File: src/pkg/gcs_pkg.sv
// Purpose: Shared constants and code arithmetic for the gold code spreader pair.
// Assumes: Stage n of a code register is bit n-1; stage 10 is the register output.
// Notes: Both ends call the same step and tap functions so their codes agree.
//
// Overview of operation
// - Transmitted chip is code xor data bit.
// - Chips at 1.023 Mbps, data at 50 bps.
// - Receiver regenerates, aligns and strips the code.
// - Code is first xor delayed second sequence.
// - Two ten-stage registers with given polynomials.
// - Both registers start each period all ones.
// - Both registers shift once per chip.
// - Delay made by xor of two stages.
// - Equivalent delay is 5 to 950 chips.
// - Tap pair chosen per code number.
// - First ten chips: leading one, three octal.
// - Codes 34 and 37 share taps.
// - Satellite never sends codes 33 to 37.
// - Payload fault switches to protective nonstandard code.
// - Chip and data timing share one source.
// - Chip clock is standard divided by ten.
package gcs_pkg;

  // ----------------------------------------------------------------
  // Timing and sizes
  // ----------------------------------------------------------------
  localparam int STD_FREQ_HZ = 10230000;
  localparam int CHIP_RATE_HZ = 1023000;
  localparam int DATA_RATE_BPS = 50;
  localparam int CODE_LEN = 1023;
  localparam int STD_DIV = STD_FREQ_HZ / CHIP_RATE_HZ;
  localparam int PERIODS_PER_BIT = CHIP_RATE_HZ / (CODE_LEN * DATA_RATE_BPS);
  localparam int REG_W = 10;
  localparam logic [REG_W-1:0] REG_INIT = 10'h3FF;
  localparam logic [9:0] LAST_CHIP = 10'h3FE;
  localparam logic [5:0] CODE_FIRST_SAT = 6'h01;
  localparam logic [5:0] CODE_LAST_SAT = 6'h20;
  localparam logic [5:0] CODE_LAST = 6'h25;

  // ----------------------------------------------------------------
  // Link word and transmitter modes
  // ----------------------------------------------------------------
  typedef struct packed {
    logic chip;
    logic code_start;
    logic bit_start;
  } gcs_word_t;

  typedef enum logic [1:0] {
    MODE_STD = 2'b01,
    MODE_PROT = 2'b10
  } gcs_mode_t;

  // ----------------------------------------------------------------
  // Code arithmetic
  // ----------------------------------------------------------------
  // First register, X^10+X^3+1, feedback into stage 1.
  function automatic logic [REG_W-1:0] first_step(input logic [REG_W-1:0] s);
    first_step = {s[8:0], s[2] ^ s[9]};
  endfunction : first_step

  // Second register, X^10+X^9+X^8+X^6+X^3+X^2+1.
  function automatic logic [REG_W-1:0] second_step(input logic [REG_W-1:0] s);
    second_step = {s[8:0], s[1] ^ s[2] ^ s[5] ^ s[7] ^ s[8] ^ s[9]};
  endfunction : second_step

  // Tap stages {a,b}, numbered 1..10, for each code number.
  function automatic logic [7:0] tap_pair(input logic [5:0] code);
    unique case (code)
      6'h01: tap_pair = 8'h26;
      6'h02: tap_pair = 8'h37;
      6'h03: tap_pair = 8'h48;
      6'h04: tap_pair = 8'h59;
      6'h05: tap_pair = 8'h19;
      6'h06: tap_pair = 8'h2A;
      6'h07: tap_pair = 8'h18;
      6'h08: tap_pair = 8'h29;
      6'h09: tap_pair = 8'h3A;
      6'h0A: tap_pair = 8'h23;
      6'h0B: tap_pair = 8'h34;
      6'h0C: tap_pair = 8'h56;
      6'h0D: tap_pair = 8'h67;
      6'h0E: tap_pair = 8'h78;
      6'h0F: tap_pair = 8'h89;
      6'h10: tap_pair = 8'h9A;
      6'h11: tap_pair = 8'h14;
      6'h12: tap_pair = 8'h25;
      6'h13: tap_pair = 8'h36;
      6'h14: tap_pair = 8'h47;
      6'h15: tap_pair = 8'h58;
      6'h16: tap_pair = 8'h69;
      6'h17: tap_pair = 8'h13;
      6'h18: tap_pair = 8'h46;
      6'h19: tap_pair = 8'h57;
      6'h1A: tap_pair = 8'h68;
      6'h1B: tap_pair = 8'h79;
      6'h1C: tap_pair = 8'h8A;
      6'h1D: tap_pair = 8'h16;
      6'h1E: tap_pair = 8'h27;
      6'h1F: tap_pair = 8'h38;
      6'h20: tap_pair = 8'h49;
      6'h21: tap_pair = 8'h5A;
      6'h22: tap_pair = 8'h4A;
      6'h23: tap_pair = 8'h17;
      6'h24: tap_pair = 8'h28;
      6'h25: tap_pair = 8'h4A;
      default: tap_pair = 8'h26;
    endcase
  endfunction : tap_pair

  // Delayed second sequence from two stages, then the code chip.
  function automatic logic code_chip(input logic [REG_W-1:0] fst,
                                     input logic [REG_W-1:0] snd,
                                     input logic [5:0] code);
    logic [7:0] tp;
    logic [3:0] ta;
    logic [3:0] tb;
    tp = tap_pair(code);
    ta = tp[7:4] - 4'h1;
    tb = tp[3:0] - 4'h1;
    code_chip = fst[REG_W-1] ^ snd[ta] ^ snd[tb];
  endfunction : code_chip

endpackage : gcs_pkg

File: src/pkg/gcs_link_if.sv
// Purpose: Chip stream link between the spreader and the replica receiver.
// Assumes: One clock shared by both ends.
// Notes: A word moves on a cycle where valid and ready are both high.
`timescale 1ns/1ns
interface gcs_link_if;
  logic chip_valid;
  logic chip_ready;
  gcs_pkg::gcs_word_t word;

  modport tx (output chip_valid, output word, input chip_ready);
  modport rx (input chip_valid, input word, output chip_ready);
endinterface : gcs_link_if

File: src/verilog/gcs_transmitter.sv
// Purpose: Gold code generator and data spreader feeding the chip link.
// Assumes: std_tick pulses once per cycle of the 10.23 MHz standard.
// Notes: The generator stalls while the output buffer is full.
`timescale 1ns/1ns
module gcs_transmitter #(
  parameter int DIV = gcs_pkg::STD_DIV,
  parameter int PERIODS = gcs_pkg::PERIODS_PER_BIT
) (
  input wire logic core_clk,
  input wire logic rst,
  input wire logic std_tick,
  input wire logic [5:0] code_num,
  input wire logic payload_fault,
  input wire logic nav_data_bit,
  output logic nav_data_take,
  output logic prot_active,
  gcs_link_if.tx link
);

  // ----------------------------------------------------------------
  // Elaboration checks
  // ----------------------------------------------------------------
  generate
    if (DIV < 2 || DIV > 255) begin : g_bad_div
      $error("DIV must lie in 2..255");
    end
    if (PERIODS < 1 || PERIODS > 255) begin : g_bad_periods
      $error("PERIODS must lie in 1..255");
    end
  endgenerate

  localparam logic [7:0] DIV_LAST = 8'(DIV - 1);
  localparam logic [7:0] PER_LAST = 8'(PERIODS - 1);

  // ----------------------------------------------------------------
  // Chip strobe from the frequency standard
  // ----------------------------------------------------------------
  logic [7:0] div_cnt_r;
  logic [7:0] div_cnt_nxt;
  logic pend_r;
  logic pend_nxt;
  wire div_wrap = std_tick && (div_cnt_r == DIV_LAST);
  wire gen_fire;

  // Both chip and data timing count the one standard tick.
  assign div_cnt_nxt = !std_tick ? div_cnt_r :
                       (div_wrap ? 8'h00 : div_cnt_r + 8'h01);
  // A strobe that lands while the previous one is consumed is kept.
  assign pend_nxt = div_wrap | (pend_r & ~gen_fire);

  always_ff @(posedge core_clk) begin
    if (rst) begin
      div_cnt_r <= 8'h00;
      pend_r <= 1'b0;
    end else begin
      div_cnt_r <= div_cnt_nxt;
      pend_r <= pend_nxt;
    end
  end

  // ----------------------------------------------------------------
  // Code registers and period counters
  // ----------------------------------------------------------------
  logic [gcs_pkg::REG_W-1:0] fst_r;
  logic [gcs_pkg::REG_W-1:0] snd_r;
  logic [gcs_pkg::REG_W-1:0] fst_nxt;
  logic [gcs_pkg::REG_W-1:0] snd_nxt;
  logic [9:0] chip_idx_r;
  logic [9:0] chip_idx_nxt;
  logic [7:0] per_cnt_r;
  logic [7:0] per_cnt_nxt;
  logic [5:0] code_r;
  logic data_r;
  gcs_pkg::gcs_mode_t mode_r;
  gcs_pkg::gcs_mode_t mode_nxt;

  wire period_end = chip_idx_r == gcs_pkg::LAST_CHIP;
  wire code_start = chip_idx_r == 10'h000;
  wire bit_start = code_start && (per_cnt_r == 8'h00);

  // Selection is sampled only at a period start so a code never splices.
  wire code_ok = (code_num >= gcs_pkg::CODE_FIRST_SAT) && (code_num <= gcs_pkg::CODE_LAST_SAT);
  wire take_sel = gen_fire && code_start;

  assign fst_nxt = period_end ? gcs_pkg::REG_INIT : gcs_pkg::first_step(fst_r);
  assign snd_nxt = period_end ? gcs_pkg::REG_INIT : gcs_pkg::second_step(snd_r);
  assign chip_idx_nxt = period_end ? 10'h000 : chip_idx_r + 10'h001;
  assign per_cnt_nxt = !period_end ? per_cnt_r :
                       (per_cnt_r == PER_LAST ? 8'h00 : per_cnt_r + 8'h01);

  // Fault or a reserved code number both force the protective code.
  assign mode_nxt = (payload_fault || !code_ok) ? gcs_pkg::MODE_PROT
                                                : gcs_pkg::MODE_STD;

  always_ff @(posedge core_clk) begin
    if (rst) begin
      fst_r <= gcs_pkg::REG_INIT;
      snd_r <= gcs_pkg::REG_INIT;
      chip_idx_r <= 10'h000;
      per_cnt_r <= 8'h00;
    end else if (gen_fire) begin
      fst_r <= fst_nxt;
      snd_r <= snd_nxt;
      chip_idx_r <= chip_idx_nxt;
      per_cnt_r <= per_cnt_nxt;
    end
  end

  always_ff @(posedge core_clk) begin
    if (rst) begin
      code_r <= gcs_pkg::CODE_FIRST_SAT;
      mode_r <= gcs_pkg::MODE_PROT;
    end else if (take_sel) begin
      code_r <= code_num;
      mode_r <= mode_nxt;
    end else if (payload_fault) begin
      mode_r <= gcs_pkg::MODE_PROT;
    end
  end

  // ----------------------------------------------------------------
  // Data bit and composite chip
  // ----------------------------------------------------------------
  // A new data bit is fetched only on the first chip of a bit span.
  wire take_bit = gen_fire && bit_start;
  wire cur_data = bit_start ? nav_data_bit : data_r;
  wire gold = gcs_pkg::code_chip(fst_r, snd_r, code_r);
  // Protective content is deliberately not a valid code of the family.
  wire prot = fst_r[gcs_pkg::REG_W-1] ^ ~snd_r[gcs_pkg::REG_W-1];
  wire spread_chip;

  always_ff @(posedge core_clk) begin
    if (rst) begin
      data_r <= 1'b0;
      nav_data_take <= 1'b0;
    end else begin
      nav_data_take <= take_bit;
      if (take_bit) begin
        data_r <= nav_data_bit;
      end
    end
  end

  // The first chip of a period already uses the newly selected mode.
  wire use_prot = code_start ? (mode_nxt == gcs_pkg::MODE_PROT) : (mode_r == gcs_pkg::MODE_PROT);
  wire sel_gold = code_start ? gcs_pkg::code_chip(fst_r, snd_r, code_num) : gold;
  assign spread_chip = (use_prot ? prot : sel_gold) ^ cur_data;

  always_ff @(posedge core_clk) begin
    if (rst) begin
      prot_active <= 1'b1;
    end else begin
      prot_active <= mode_r == gcs_pkg::MODE_PROT;
    end
  end

  // ----------------------------------------------------------------
  // Two-entry output buffer
  // ----------------------------------------------------------------
  gcs_pkg::gcs_word_t head_r;
  gcs_pkg::gcs_word_t tail_r;
  gcs_pkg::gcs_word_t new_word;
  logic head_v_r;
  logic tail_v_r;

  assign new_word = '{chip: spread_chip, code_start: code_start, bit_start: bit_start};
  wire buf_room = !tail_v_r;
  wire pop = head_v_r && link.chip_ready;
  // A stalled receiver fills the buffer, then holds the generator.
  assign gen_fire = pend_r && buf_room;

  assign link.chip_valid = head_v_r;
  assign link.word = head_r;

  always_ff @(posedge core_clk) begin
    if (rst) begin
      head_v_r <= 1'b0;
      tail_v_r <= 1'b0;
      head_r <= '0;
      tail_r <= '0;
    end else if (pop && tail_v_r) begin
      head_r <= tail_r;
      tail_v_r <= 1'b0;
    end else if (pop || !head_v_r) begin
      head_v_r <= gen_fire;
      if (gen_fire) begin
        head_r <= new_word;
      end
    end else if (gen_fire) begin
      tail_r <= new_word;
      tail_v_r <= 1'b1;
    end
  end

endmodule : gcs_transmitter

File: src/verilog/gcs_receiver.sv
// Purpose: Replica code generator that strips the code and recovers data bits.
// Assumes: The link marks each code period start and each data bit start.
// Notes: A bit is decided by majority over all chips of its span.
`timescale 1ns/1ns
module gcs_receiver #(
  parameter int PERIODS = gcs_pkg::PERIODS_PER_BIT
) (
  input wire logic core_clk,
  input wire logic rst,
  input wire logic [5:0] code_num,
  input wire logic rx_stall,
  output logic data_bit,
  output logic data_valid,
  output logic locked,
  gcs_link_if.rx link
);

  generate
    if (PERIODS < 1 || PERIODS > 32) begin : g_bad_periods
      $error("PERIODS must lie in 1..32");
    end
  endgenerate

  localparam logic [15:0] HALF = 16'(gcs_pkg::CODE_LEN * PERIODS / 2);

  // ----------------------------------------------------------------
  // Replica generator
  // ----------------------------------------------------------------
  logic [gcs_pkg::REG_W-1:0] fst_r;
  logic [gcs_pkg::REG_W-1:0] snd_r;
  logic [5:0] code_r;
  logic [15:0] acc_r;
  logic [15:0] acc_nxt;

  assign link.chip_ready = !rx_stall;
  wire take = link.chip_valid && !rx_stall;
  wire first = link.word.code_start;

  // Alignment: a marked chip restarts the replica from all ones.
  wire [gcs_pkg::REG_W-1:0] fst_cur = first ? gcs_pkg::REG_INIT : fst_r;
  wire [gcs_pkg::REG_W-1:0] snd_cur = first ? gcs_pkg::REG_INIT : snd_r;
  wire [5:0] code_cur = first ? code_num : code_r;
  wire replica = gcs_pkg::code_chip(fst_cur, snd_cur, code_cur);
  wire stripped = link.word.chip ^ replica;

  always_ff @(posedge core_clk) begin
    if (rst) begin
      fst_r <= gcs_pkg::REG_INIT;
      snd_r <= gcs_pkg::REG_INIT;
      code_r <= gcs_pkg::CODE_FIRST_SAT;
    end else if (take) begin
      fst_r <= gcs_pkg::first_step(fst_cur);
      snd_r <= gcs_pkg::second_step(snd_cur);
      code_r <= code_cur;
    end
  end

  // ----------------------------------------------------------------
  // Bit decision
  // ----------------------------------------------------------------
  wire bit_edge = take && link.word.bit_start;
  assign acc_nxt = bit_edge ? {15'h0000, stripped} : acc_r + {15'h0000, stripped};

  always_ff @(posedge core_clk) begin
    if (rst) begin
      acc_r <= 16'h0000;
      locked <= 1'b0;
      data_bit <= 1'b0;
      data_valid <= 1'b0;
    end else begin
      data_valid <= bit_edge && locked;
      if (take) begin
        acc_r <= acc_nxt;
      end
      if (bit_edge) begin
        locked <= 1'b1;
        data_bit <= acc_r > HALF;
      end
    end
  end

endmodule : gcs_receiver

File: src/bench/gcs_link_properties.sv
// Purpose: Timing checks on the chip link between the spreader and the receiver.
// Assumes: One clock domain; rst is synchronous and active high.
// Notes: Code contents are judged by the bench, framing and flow control here.
`timescale 1ns/1ns
module gcs_link_properties #(
  parameter int PERIODS = gcs_pkg::PERIODS_PER_BIT
) (
  input wire logic core_clk,
  input wire logic rst,
  input wire logic chip_valid,
  input wire logic chip_ready,
  input wire gcs_pkg::gcs_word_t word
);
  // ----------------------------------------------------------------
  // Helper counters
  // ----------------------------------------------------------------
  logic take;
  logic [9:0] cnt_r;
  int pcnt_r;
  logic seen_r;
  logic first_r;
  assign take = chip_valid && chip_ready;
  always_ff @(posedge core_clk) begin
    if (rst) begin
      cnt_r <= 10'h000;
      pcnt_r <= 0;
      seen_r <= 1'b0;
      first_r <= 1'b1;
    end else if (take) begin
      first_r <= 1'b0;
      cnt_r <= word.code_start ? 10'h000 : cnt_r + 10'h001;
      seen_r <= seen_r | word.code_start;
      if (word.code_start) begin
        pcnt_r <= word.bit_start ? 0 : pcnt_r + 1;
      end
    end
  end
endmodule : gcs_link_properties

File: src/bench/tb.sv
// Purpose: Self-checking bench joining the spreader and the replica receiver.
// Assumes: DIV 2 and PERIODS 1 shorten the chip and data spans.
// Notes: Chips are checked against a bench model of both code registers.
`timescale 1ns/1ns
module tb;
  localparam int DIV = 2;
  localparam int PERIODS = 1;
  logic core_clk = 1'b0;
  logic rst = 1'b1;
  logic std_tick = 1'b0;
  logic [5:0] code_num = 6'h01;
  logic [5:0] rx_code = 6'h01;
  logic payload_fault = 1'b0;
  logic nav_data_bit = 1'b0;
  logic rx_stall = 1'b0;
  logic nav_data_take, prot_active, data_bit, data_valid, locked;
  int n_fail = 0;
  int checks_done = 0;
  int idx = 0;
  int n_diff = 0;
  logic [9:0] fst, snd, ten;
  logic [7:0] tp;
  logic [5:0] cur_code, pend_code = 6'h01;
  logic cur_bit, pend_bit = 1'b0, pend_prot = 1'b0, exp_prot, span_prot = 1'b0, ex, started = 1'b0;
  logic [1:0] rq[$];
  logic [1:0] e;
  logic [5:0] codes [6] = '{6'h01, 6'h03, 6'h07, 6'h10, 6'h17, 6'h20};

  gcs_link_if link_a ();
  gcs_transmitter #(.DIV(DIV), .PERIODS(PERIODS)) i_gcs_transmitter (.core_clk(core_clk),
    .rst(rst), .std_tick(std_tick), .code_num(code_num), .payload_fault(payload_fault),
    .nav_data_bit(nav_data_bit), .nav_data_take(nav_data_take), .prot_active(prot_active),
    .link(link_a));
  gcs_receiver #(.PERIODS(PERIODS)) i_gcs_receiver (.core_clk(core_clk), .rst(rst),
    .code_num(rx_code), .rx_stall(rx_stall), .data_bit(data_bit), .data_valid(data_valid),
    .locked(locked), .link(link_a));
  gcs_link_properties #(.PERIODS(PERIODS)) i_gcs_link_properties (.core_clk(core_clk),
    .rst(rst), .chip_valid(link_a.chip_valid), .chip_ready(link_a.chip_ready),
    .word(link_a.word));

  always #10 core_clk = ~core_clk;
  // The standard tick runs faster than life so that whole spans stay short.
  always @(posedge core_clk) std_tick <= ~std_tick;

  // ----------------------------------------------------------------
  // Compare and closing tasks
  // ----------------------------------------------------------------
  task automatic cmp_bit(input string what, input logic exp, input logic got);
    checks_done++;
    if (got !== exp) begin
      n_fail++;
      $display("unexpected %s expected %b seen %b", what, exp, got);
    end
  endtask : cmp_bit

  task automatic cmp_vec(input string what, input logic [9:0] exp, input logic [9:0] got);
    checks_done++;
    if (got !== exp) begin
      n_fail++;
      $display("unexpected %s expected %h seen %h", what, exp, got);
    end
  endtask : cmp_vec

  task automatic end_sim();
    if (n_fail == 0 && checks_done > 0) begin
      $display("ALL CHECKS OK");
    end else begin
      $display("CHECKS NOT OK");
    end
    $finish;
  endtask : end_sim

  task automatic wait_take();
    int n;
    n = 0;
    @(posedge core_clk);
    while (nav_data_take !== 1'b1 && n < 20000) begin
      n++;
      @(posedge core_clk);
    end
    if (n >= 20000) begin
      n_fail++;
      end_sim();
    end
  endtask : wait_take

  // A new code and data bit take effect from the next span start.
  task automatic next_span(input logic [5:0] code, input logic bit_v);
    wait_take();
    code_num <= code;
    nav_data_bit <= bit_v;
  endtask : next_span

  function automatic logic [7:0] ref_taps(input logic [5:0] c);
    case (c)
      6'h03: ref_taps = 8'h48;
      6'h07: ref_taps = 8'h18;
      6'h10: ref_taps = 8'h9A;
      6'h17: ref_taps = 8'h13;
      6'h20: ref_taps = 8'h49;
      default: ref_taps = 8'h26;
    endcase
  endfunction : ref_taps

  // ----------------------------------------------------------------
  // Link and output monitor
  // ----------------------------------------------------------------
  always @(posedge core_clk) begin
    // The selection is followed until a period start waits on the link, so that the
    // model and the receiver hold what the spreader sampled for that period. This
    // assumes no stall holds the period start behind an older chip in the buffer.
    if (!(link_a.chip_valid === 1'b1 && link_a.word.code_start === 1'b1)) begin
      pend_code <= code_num;
      pend_bit <= nav_data_bit;
      pend_prot <= payload_fault || code_num < 6'h01 || code_num > 6'h20;
      rx_code <= code_num;
    end
    if (payload_fault || prot_active === 1'b1) span_prot = 1'b1;
    if (!rst && link_a.chip_valid === 1'b1 && link_a.chip_ready === 1'b1) begin
      if (link_a.word.code_start === 1'b1) begin
        if (started && link_a.word.bit_start === 1'b1) rq.push_back({!span_prot, cur_bit});
        span_prot = pend_prot;
        started = 1'b1;
        fst = 10'h3FF;
        snd = 10'h3FF;
        idx = 0;
        cur_code = pend_code;
        cur_bit = pend_bit;
        exp_prot = pend_prot;
      end
      if (started) begin
        tp = ref_taps(cur_code);
        ex = fst[9] ^ snd[tp[7:4] - 4'h1] ^ snd[tp[3:0] - 4'h1] ^ cur_bit;
        if (!(exp_prot | prot_active | payload_fault)) begin
          cmp_bit("chip", ex, link_a.word.chip);
        end else if (link_a.word.chip !== ex) n_diff++;
        cmp_bit("code_start", idx == 0, link_a.word.code_start);
        cmp_bit("bit_start", idx == 0, link_a.word.bit_start);
        if (idx < 10) ten = {ten[8:0], link_a.word.chip ^ cur_bit};
        if (idx == 9 && cur_code == 6'h01 && !exp_prot) cmp_vec("first chips", 10'h320, ten);
        fst = {fst[8:0], fst[2] ^ fst[9]};
        snd = {snd[8:0], snd[1] ^ snd[2] ^ snd[5] ^ snd[7] ^ snd[8] ^ snd[9]};
        idx = (idx == 1022) ? 0 : idx + 1;
      end
    end
    if (!rst && data_valid === 1'b1) begin
      if (rq.size() == 0) begin
        cmp_bit("data_valid", 1'b0, 1'b1);
      end else begin
        e = rq.pop_front();
        cmp_bit("locked", 1'b1, locked);
        if (e[1]) cmp_bit("data_bit", e[0], data_bit);
      end
    end
  end

  // ----------------------------------------------------------------
  // Main sequence
  // ----------------------------------------------------------------
  initial begin
    repeat (5) @(posedge core_clk);
    rst <= 1'b0;
    for (int i = 0; i < 6; i++) next_span(codes[i], i[0]);
    next_span(6'h01, 1'b1);
    repeat (300) @(posedge core_clk);
    rx_stall <= 1'b1;
    repeat (40) @(posedge core_clk);
    rx_stall <= 1'b0;
    next_span(6'h01, 1'b0);
    repeat (500) @(posedge core_clk);
    payload_fault <= 1'b1;
    repeat (3) @(posedge core_clk);
    cmp_bit("prot_active", 1'b1, prot_active);
    payload_fault <= 1'b0;
    repeat (3) @(posedge core_clk);
    cmp_bit("prot_active", 1'b1, prot_active);
    next_span(6'h21, 1'b1);
    repeat (3) @(posedge core_clk);
    cmp_bit("prot_active", 1'b0, prot_active);
    next_span(6'h01, 1'b0);
    repeat (3) @(posedge core_clk);
    cmp_bit("prot_active", 1'b1, prot_active);
    next_span(6'h01, 1'b1);
    repeat (3) @(posedge core_clk);
    cmp_bit("prot_active", 1'b0, prot_active);
    next_span(6'h01, 1'b0);
    wait_take();
    repeat (20) @(posedge core_clk);
    cmp_bit("queue empty", 1'b1, rq.size() == 0);
    cmp_bit("protective differs", 1'b1, n_diff > 0);
    end_sim();
  end
endmodule : tb
File: src/flat_wrapper.sv
// flat-port wrapper written by rule: the top's interface ports become plain ports
module gcs_transmitter_flat 
#(
  parameter int DIV = gcs_pkg::STD_DIV,
  parameter int PERIODS = gcs_pkg::PERIODS_PER_BIT
)
  (core_clk, rst, std_tick, code_num, payload_fault, nav_data_bit, nav_data_take, prot_active, link_chip_valid, link_word, link_chip_ready);
  gcs_link_if link_i ();
  input wire logic core_clk;
  input wire logic rst;
  input wire logic std_tick;
  input wire logic [5:0] code_num;
  input wire logic payload_fault;
  input wire logic nav_data_bit;
  output logic nav_data_take;
  output logic prot_active;
  output wire logic [$bits(link_i.chip_valid)-1:0] link_chip_valid;
  output wire logic [$bits(link_i.word)-1:0] link_word;
  input wire logic [$bits(link_i.chip_ready)-1:0] link_chip_ready;
  assign link_chip_valid = link_i.chip_valid;
  assign link_word = link_i.word;
  assign link_i.chip_ready = link_chip_ready;
  gcs_transmitter #(.DIV(DIV), .PERIODS(PERIODS)) u_core (.core_clk(core_clk), .rst(rst), .std_tick(std_tick), .code_num(code_num), .payload_fault(payload_fault), .nav_data_bit(nav_data_bit), .nav_data_take(nav_data_take), .prot_active(prot_active), .link(link_i));
endmodule
File: config.mk
export PLATFORM = sky130hd
export DESIGN_NAME = gcs_transmitter_flat
export DESIGN_NICKNAME = d
export VERILOG_FILES = /design/src/pkg/gcs_pkg.sv /design/src/pkg/gcs_link_if.sv /design/src/verilog/gcs_transmitter.sv /design/src/verilog/gcs_receiver.sv /design/src/bench/gcs_link_properties.sv /design/src/bench/tb.sv /design/src/flat_wrapper.sv
export SDC_FILE = /design/constraint.sdc
export NUM_CORES = 1
export LEC_CHECK = 0
export CAP_MARGIN = 10
export CORE_UTILIZATION = 45
export CTS_CLUSTER_SIZE = 24
export DETAILED_ROUTE_END_ITERATION = 10
export DONT_BUFFER_PORTS = 1
export PLACE_DENSITY_LB_ADDON = 0.25
export REMOVE_ABC_BUFFERS = 1
export SYNTH_ARGS = -nofsm -noshare
export SYNTH_HDL_FRONTEND = slang
export SYNTH_SLANG_ARGS = --single-unit
File: constraint.sdc
create_clock -name core_clk -period 4.2 [get_ports core_clk]
set_input_delay 0.42 -clock core_clk [delete_from_list [all_inputs] [get_ports core_clk]]
set_output_delay 0.42 -clock core_clk [all_outputs]
set_load 0.02 [all_outputs]
==> results of run 1 <==
[worst reg2reg max path, stage by stage, from the launching register on]
cell     delay [ns]
dfxtp_1        0.37
nor2b_2        0.14
buf_4          0.29
nand4_1        0.15
buf_4          0.21
nor2_1         0.13
a21oi_1        0.05
or2_2          0.38
inv_1          0.21
ha_1           0.35
nor2_1         0.11
a21oi_1        0.13
o32ai_1        0.10
a21oi_1        0.16
a32oi_1        0.08
[worst paths after layout]
| kind | from | endpoint | slack [ns] | cells after the start |
|---|---|---|---|---|
| max reg2reg | u_core.pend_r$_SDFF_PP0_ | flip-flop | 1.20 | 14 |
| min | rst | u_core.div_cnt_r[1]$_SDFFE_PP0P_ | 0.14 | 1 |
| min reg2reg | u_core.data_r$_SDFFE_PP0P_ | u_core.data_r$_SDFFE_PP0P_ | 0.45 | 2 |
| max | code_num[0] | u_core.link.word[2]$_SDFFE_PP0P_ | 0.92 | 13 |
[per-layer routing]
metal  routed length [um]  vias to the layer above  share of wire (%)  global-route usage, %
li1                     -                     2077                  -                      -
met3                  375                       12                3.7                   3.71
met1                 4840                     1910                 48                   25.9
met4                  149                        0                1.5                   5.95
met2                 4810                       83                 47                   31.7
met5                    0                        -                  0                      0
[layout make-up]
type,instances,area (sq um)
fill,998,5270
multi-input combinational,466,3100
sequential,74,1480
tap,136,170
clock buffer,13,169
inverter,25,93.8
timing repair buffer,7,52.6
clock inverter,2,35.0
[synthesized netlist by cell type (2+ instances only)]
master     instances
a21oi_1           33
nor3b_1            6
xnor2_1           16
a2111oi_0          2
and2_1             3
dfxtp_1           74
o22ai_1            2
clkbuf_1          26
ha_1              25
a21o_1             2
nand3_1           26
o2111ai_1          2
xor2_1            23
buf_2              4
nand2_1           70
and4_1             2
nor3_1            12
o221ai_1           3
a221oi_1           4
mux2_2             4
o21ai_0           25
mux2i_1           21
a211oi_1           7
buf_4              3
nand4_1           11
o31ai_1            3
nor2_1            73
and3_1             8
nor2b_1            7
inv_1             25
mux4_2             6
a31oi_1            9
o211ai_1          11
or2_2              4
nand3b_1           7
nand2b_1          11
[where the power goes]
group	total (mW)	switching [mW]	internal [mW]
logic	0.119	0.0640	0.0551
registers	0.705	0.00200	0.703
clock network	0.561	0.242	0.319
total	1.39	0.308	1.08
[through the flow]
step	utilization (%)	std cells	setup slack [ns]
floorplan	-	565	0.118
global placement	47.2	708	0.700
detailed placement	47.2	708	0.580
CTS	49.2	723	0.941
global route	49.2	723	0.775
finish	49.2	723	0.916
[cell families after synthesis]
| group | share of synthesized area (%) |
|---|---|
| and+or+nand+nor | 25.1 |
| AOI/OAI and AO/OA | 17.4 |
| DFF | 30.7 |
| buffers and inverters | 5.08 |
| xor gates and xnor gates | 7.08 |
| muxes | 8.09 |
| adders and majority gates | 6.48 |
[layout by cell type (no fill, tap or decap), drive strengths merged, types with 2 or more instances in the layout]
master / instances
dfxtp: 74
nor2: 73
nand2: 70
a21oi: 33
nand3: 26
inv: 25
o21ai: 25
ha: 25
xor2: 23
mux2i: 21
xnor2: 16
clkbuf: 13
nor3: 12
nand4: 11
o211ai: 11
nand2b: 11
a31oi: 10
and3: 9
a211oi: 7
nand3b: 7
buf: 7
nor2b: 7
nor3b: 6
mux4: 6
or2: 4
a221oi: 4
mux2: 4
o31ai: 3
and2: 3
o221ai: 3
a2111oi: 3
o2111ai: 2
o22ai: 2
a21o: 2
and4: 2
==> run_results.csv, run 1 <==
group,metric,value,unit
detailed_routing,via_per_inst,5.65,
status,outcome,"complete, no violations",
sta,setup_viol,0,
layout,nets,620,
setup_path,crit_type,"in2reg",
clock_network,postCtsSetupRepairBufs,0,
clock_network,clkSlewWorstSetupHoldPaths,0.07,ns
global_routing,antenna_found_initial,0,
synthesis,synth_top_area_share,30.7,%
setup_path,crit_path_top_delay_cell,"mux4_2",
synthesis,synth_flop_cell,"dfxtp_1",
setup_path,critPathRequiredTime,4.41,ns
synthesis,synthArstFlopShare,0,%
pwr,leakage,2.07,nW
hold_path,hold_path_class,"in2reg",
detailed_routing,final_antenna_net_count,0,
sta,tns,0,ns
synthesis,syn_inst,599,
sta,skew,0.0110,ns
layout,area_growth,5.76,%
place,hpwl,7.09,mm
sta,fmax,304,MHz
job,cap_violations,0,
detailed_routing,wl_per_cell,14.1,um
setup_path,cp-end-kind,"flip-flop",
synthesis,synth_cell_types,65,
pwr,peakVddDrop,0.000181,V
place,io_buffers,0,
pwr,p_per_area,271,mW/mm^2
sta,finalCritPeriodShare,78.2,%
clock_network,cts_buffers,9,
clock_network,clock_path_buffers,2,
global_routing,grt_pass1_vias,3802,
global_routing,grt_pass1_wl,17.8,mm
synthesis,avgSynthCellArea,8.06,sq um
detailed_routing,drt-total-wl,10.2,mm
place,finalWeightedCongestion,0.848,
die,die-area,0.0111,sq mm
synthesis,yosys_warnings,0,
setup_path,worstPathMaxFanout,10,
detailed_routing,initialDrtViolationCount,287,
die,core,0.0104,sq mm
setup_path,crit_family,"compound AO/OA/AOI/OAI gates",
layout,insertedDiodeCount,0,
synthesis,yosysTopAreaCell,"dfxtp_1",
detailed_routing,drc_errors,0,
setup_path,worstPathArrival,3.50,ns
clock_network,htree_num_levels,3,
detailed_routing,drt-pass1-iter-count,4,
layout,drive_gt1_share,7.50,%
sta,grt_setup_unrepaired,"false",
setup_path,path_cells,"inv_1 > ha_1 > nor2_1 > a2111oi_0 > nor3_1 > o22a_1 > ha_1 > mux4_2 > mux2_2 > mux2i_1 > xnor2_1 > o21a_1 > o221ai_1",
die,initial_core_util,46.5,%
synthesis,synth_edf_count,0,
die,chipWidth,106,um
synthesis,ys_seq_elements,74,
synthesis,synthTopCellsByArea,"dfxtp_1 31%, ha_1 6.5%, nor2_1 5.7%, nand2_1 5.4%, mux2i_1 4.4%",
clock_network,cts_tree,"built",
synthesis,ys_seq_area_share,30.7,%
sta,hold_viol,0,
setup_path,start_kind,"primary input",
global_routing,track_usage,19.4,%
setup_path,max_stage_delay,0.51,ns
global_routing,grt-ovfl-total,0,
sta,holdWs,0.139,ns
die,pin_count,18,
pwr,power,1.39,mW
detailed_routing,route.vias.total,4082,
sta,drv_slew,0,
sta,relSlewSlack,37.2,%
die,num_rows,37,
sta,final.min_clock_period,3.28,ns
clock_network,cts_root_buf,"clkbuf_8",
sta,worst_pin_slew,0.942,ns
global_routing,grt_max_degree,34,
clock_network,cts.sinks,74,
clock_network,postCtsHoldBufs,0,
clock_network,cts-resized-gates,0,
layout,postLayoutCellArea,0.00510,sq mm
setup_path,cpMostUsedCell,"ha_1",
clock_network,clk_latency,0.34,ns
setup_path,path_buf_inv,1,
die,die_h,106,um
synthesis,netlist_area,0.00483,sq mm
place,place_area,0.00490,sq mm
(Power assumes the default switching activity.)
==> run 2, diff against run 1 <==
--- a/config.mk
+++ b/config.mk
@@ -5,6 +5,7 @@
 export SDC_FILE = /design/constraint.sdc
 export NUM_CORES = 1
 export LEC_CHECK = 0
+export ABC_AREA = 1
 export CAP_MARGIN = 10
 export CORE_UTILIZATION = 45
 export CTS_CLUSTER_SIZE = 24
==> constraint.sdc (replaced) <==
create_clock -name core_clk -period 2.8 [get_ports core_clk]
set_input_delay 0.28 -clock core_clk [delete_from_list [all_inputs] [get_ports core_clk]]
set_output_delay 0.28 -clock core_clk [all_outputs]
set_load 0.02 [all_outputs]
==> run 2 against run 1 <==
- clock power rose by 46%
- largest cell class unchanged
- power is 54% higher
- first-iteration DRC count down 10%
- highest routed layer unchanged
- combinational power grew 110%
- sequential share of layout area is 1.6 points lower
- critical path depth up 1
- worst hold slack got worse by 0.088 ns
- global-route usage grew 3.6 points
- sequential power up 50%
- flip-flop and latch count is the same
- via count grew 20%
==> run_results.csv, run 2 <==
group,metric,value,unit
synthesis,netlist_top_cells_count,"177 x nand2_1, 100 x inv_1, 74 x dfxtp_1, 64 x nand3_1, 59 x nor2_1",
global_routing,grt_max_degree,37,
layout,layout_commonest_cell,"nand2_1",
die,pin_count,18,
pwr,p_per_area,394,mW/mm^2
synthesis,synth_flop_cell,"dfxtp_1",
synthesis,ys_seq_area_share,29.5,%
job,cap_violations,0,
synthesis,yosysMostFrequentCell,"nand2_1",
sta,grt_setup_unrepaired,"false",
setup_path,critPathRequiredTime,3.04,ns
sta,relSlewSlack,55.4,%
layout,most-common-layout-cells,"177 x nand2_1, 100 x inv_1, 73 x dfxtp_1, 64 x nand3_1, 57 x nor2_1",
layout,area_growth,7.66,%
setup_path,timing.rr.start,"u_core.chip_idx_r[0]$_SDFFE_PP0P_",
global_routing,grt_pass1_wl,21.1,mm
hold_path,hold_depth,2,
clock_network,cts_tree,"built",
clock_network,cts_root_buf,"clkbuf_8",
clock_network,clkSlewWorstSetupHoldPaths,0.08,ns
clock_network,clock_path_buffers,2,
setup_path,worstPathMaxFanout,9,
sta,hold_viol,0,
status,outcome,"complete, no violations",
detailed_routing,initialDrtViolationCount,258,
detailed_routing,wl_per_cell,13.8,um
setup_path,reg2reg_depth,14,
synthesis,synth_top_area_share,29.5,%
clock_network,postCtsSetupRepairBufs,0,
detailed_routing,drc_errors,0,
die,num_rows,38,
synthesis,synthArstFlopShare,0,%
detailed_routing,drt-total-wl,12.6,mm
clock_network,cts_buffers,9,
place,io_buffers,0,
setup_path,rrSetupSlack,0.23,ns
die,chipWidth,108,um
setup_path,cp-end-kind,"flip-flop",
die,initial_core_util,46.3,%
layout,nets,800,
synthesis,synth_edf_count,0,
sta,worst_pin_slew,0.662,ns
sta,fmax,389,MHz
detailed_routing,final_antenna_net_count,0,
layout,drive_gt1_share,11.0,%
setup_path,start_kind,"flip-flop",
place,dp.cells,891,
global_routing,antenna_found_initial,0,
layout,insertedDiodeCount,0,
synthesis,yosys_warnings,0,
sta,tns,0,ns
detailed_routing,route.vias.total,4881,
synthesis,netlist_area,0.00501,sq mm
pwr,leakage,2.60,nW
layout,final_util,49.8,%
global_routing,grt-ovfl-total,0,
die,die-area,0.0116,sq mm
global_routing,grt_pass1_vias,4436,
sta,finalCritPeriodShare,91.7,%
die,die_h,108,um
clock_network,clk_latency,0.37,ns
synthesis,synthTopCellsByArea,"dfxtp_1 30%, nand2_1 13%, inv_1 7.5%, nand3_1 6.4%, ha_1 6.2%",
sta,drv_slew,0,
sta,final.min_clock_period,2.57,ns
hold_path,hold_path_class,"in2reg",
setup_path,worstPathArrival,2.80,ns
clock_network,cts.sinks,74,
setup_path,max_stage_delay,0.36,ns
synthesis,synth_cell_types,49,
sta,skew,0.0146,ns
synthesis,yosysTopAreaCell,"dfxtp_1",
detailed_routing,drt-pass1-iter-count,5,
place,finalWeightedCongestion,0.970,
sta,setup_viol,0,
clock_network,htree_num_levels,3,
setup_path,crit_type,"reg2reg",
layout,fin_cells,907,
hold_path,min_to,"u_core.mode_r[1]$_SDFFE_PP1P_",
detailed_routing,via_per_inst,5.38,
die,core,0.0108,sq mm
place,hpwl,9.49,mm
hold_path,holdCritStartpoint,"payload_fault",
global_routing,track_usage,23.0,%
pwr,peakVddDrop,0.000340,V
synthesis,syn_inst,756,
synthesis,ys_seq_elements,74,
setup_path,crit_path_top_delay_cell,"dfxtp_1",
synthesis,avgSynthCellArea,6.63,sq um
setup_path,path_cells,"inv_1 > ha_1 > nand3_1 > inv_1 > nand2_1 > nor2_2 > buf_4 > or2_2 > o211ai_1 > inv_2 > nor2_4 > nand2_1 > a32oi_1 > o32ai_1",
==> run 2: timing repair <==
item / in CTS / in global routing
endpoints found under the setup margin: 0 / 7
gates resized for setup: 0 / 6
hold buffers: 1 / 0
hold endpoints to repair: 12 / 0
==> run 2: cell families (layout without fill, tap and decap cells) <==
group,Yosys count,after routing,share of synthesized area (%)
and+or+nand+nor,366,366,33.1
AOI/OAI and AO/OA,140,140,17.4
buffers and inverters,135,146,11.0
DFF,74,74,29.5
adders and majority gates,25,25,6.24
xor gates and xnor gates,16,16,2.79
==> run 2: power breakdown <==
part | leakage (nW) | switching, mW | internal (mW) | total [mW]
Combinational | 1.91 | 0.165 | 0.0849 | 0.250
Clock | 0.0917 | 0.412 | 0.409 | 0.821
Sequential | 0.598 | 0.00284 | 1.05 | 1.06
Total | 2.60 | 0.579 | 1.55 | 2.13
==> run 2: worst max path at each step <==
stage,from,end,depth (start not counted)
6_report,u_core.chip_idx_r[0]$_SDFFE_PP0P_,flip-flop,14
3_5_place_dp,code_num[0],u_core.tail_r[2]$_SDFFE_PP0P_,25
3_3_place_gp,u_core.chip_idx_r[0]$_SDFFE_PP0P_,flip-flop,12
4_1_cts,u_core.chip_idx_r[0]$_SDFFE_PP0P_,flip-flop,12
5_1_grt,u_core.chip_idx_r[0]$_SDFFE_PP0P_,flip-flop,16
2_1_floorplan,u_core.pend_r$_SDFF_PP0_,flip-flop,15
==> run 2: per-stage QoR <==
stage / hold slack (ns) / instance area (sq um) / total power [mW] / worst slack [ns]
floorplan: 0.342 / 4900 / 1.28 / -0.385
global placement: 0.347 / 5180 / 1.32 / 0.139
detailed placement: 0.347 / 5180 / 1.32 / 0.0696
CTS: 0.0349 / 5390 / 2.15 / 0.118
global route: 0.0525 / 5400 / 2.24 / 0.0116
finish: 0.0506 / 5400 / 2.13 / 0.232
==> run 2: final cells by class <==
cell class	instances	area, sq um
clock inverters	6	67.6
well taps	140	175
flip-flops and latches	74	1480
inverters	115	432
multi-input cells	547	3000
fillers	1124	5440
repair buffers	16	123
clock buffers	9	124
==> run 2: per-layer routing <==
metal,global-route usage (%),routed length (um),vias to the layer above,part of all wire (%)
met5,0,0,-,0
met4,6.85,184,0,1.5
met3,4.60,654,14,5.2
met2,38.0,5930,111,47
met1,30.1,5790,2250,46
li1,-,-,2506,-
==> run 2: worst max-delay path: cells and delay by family, from the launching register on <==
kind,cells,cell delay (ns)
compound gates,3,0.59
fa+ha+maj,1,0.24
buf+inv,4,0.49
flops,1,0.36
simple gates,6,0.78
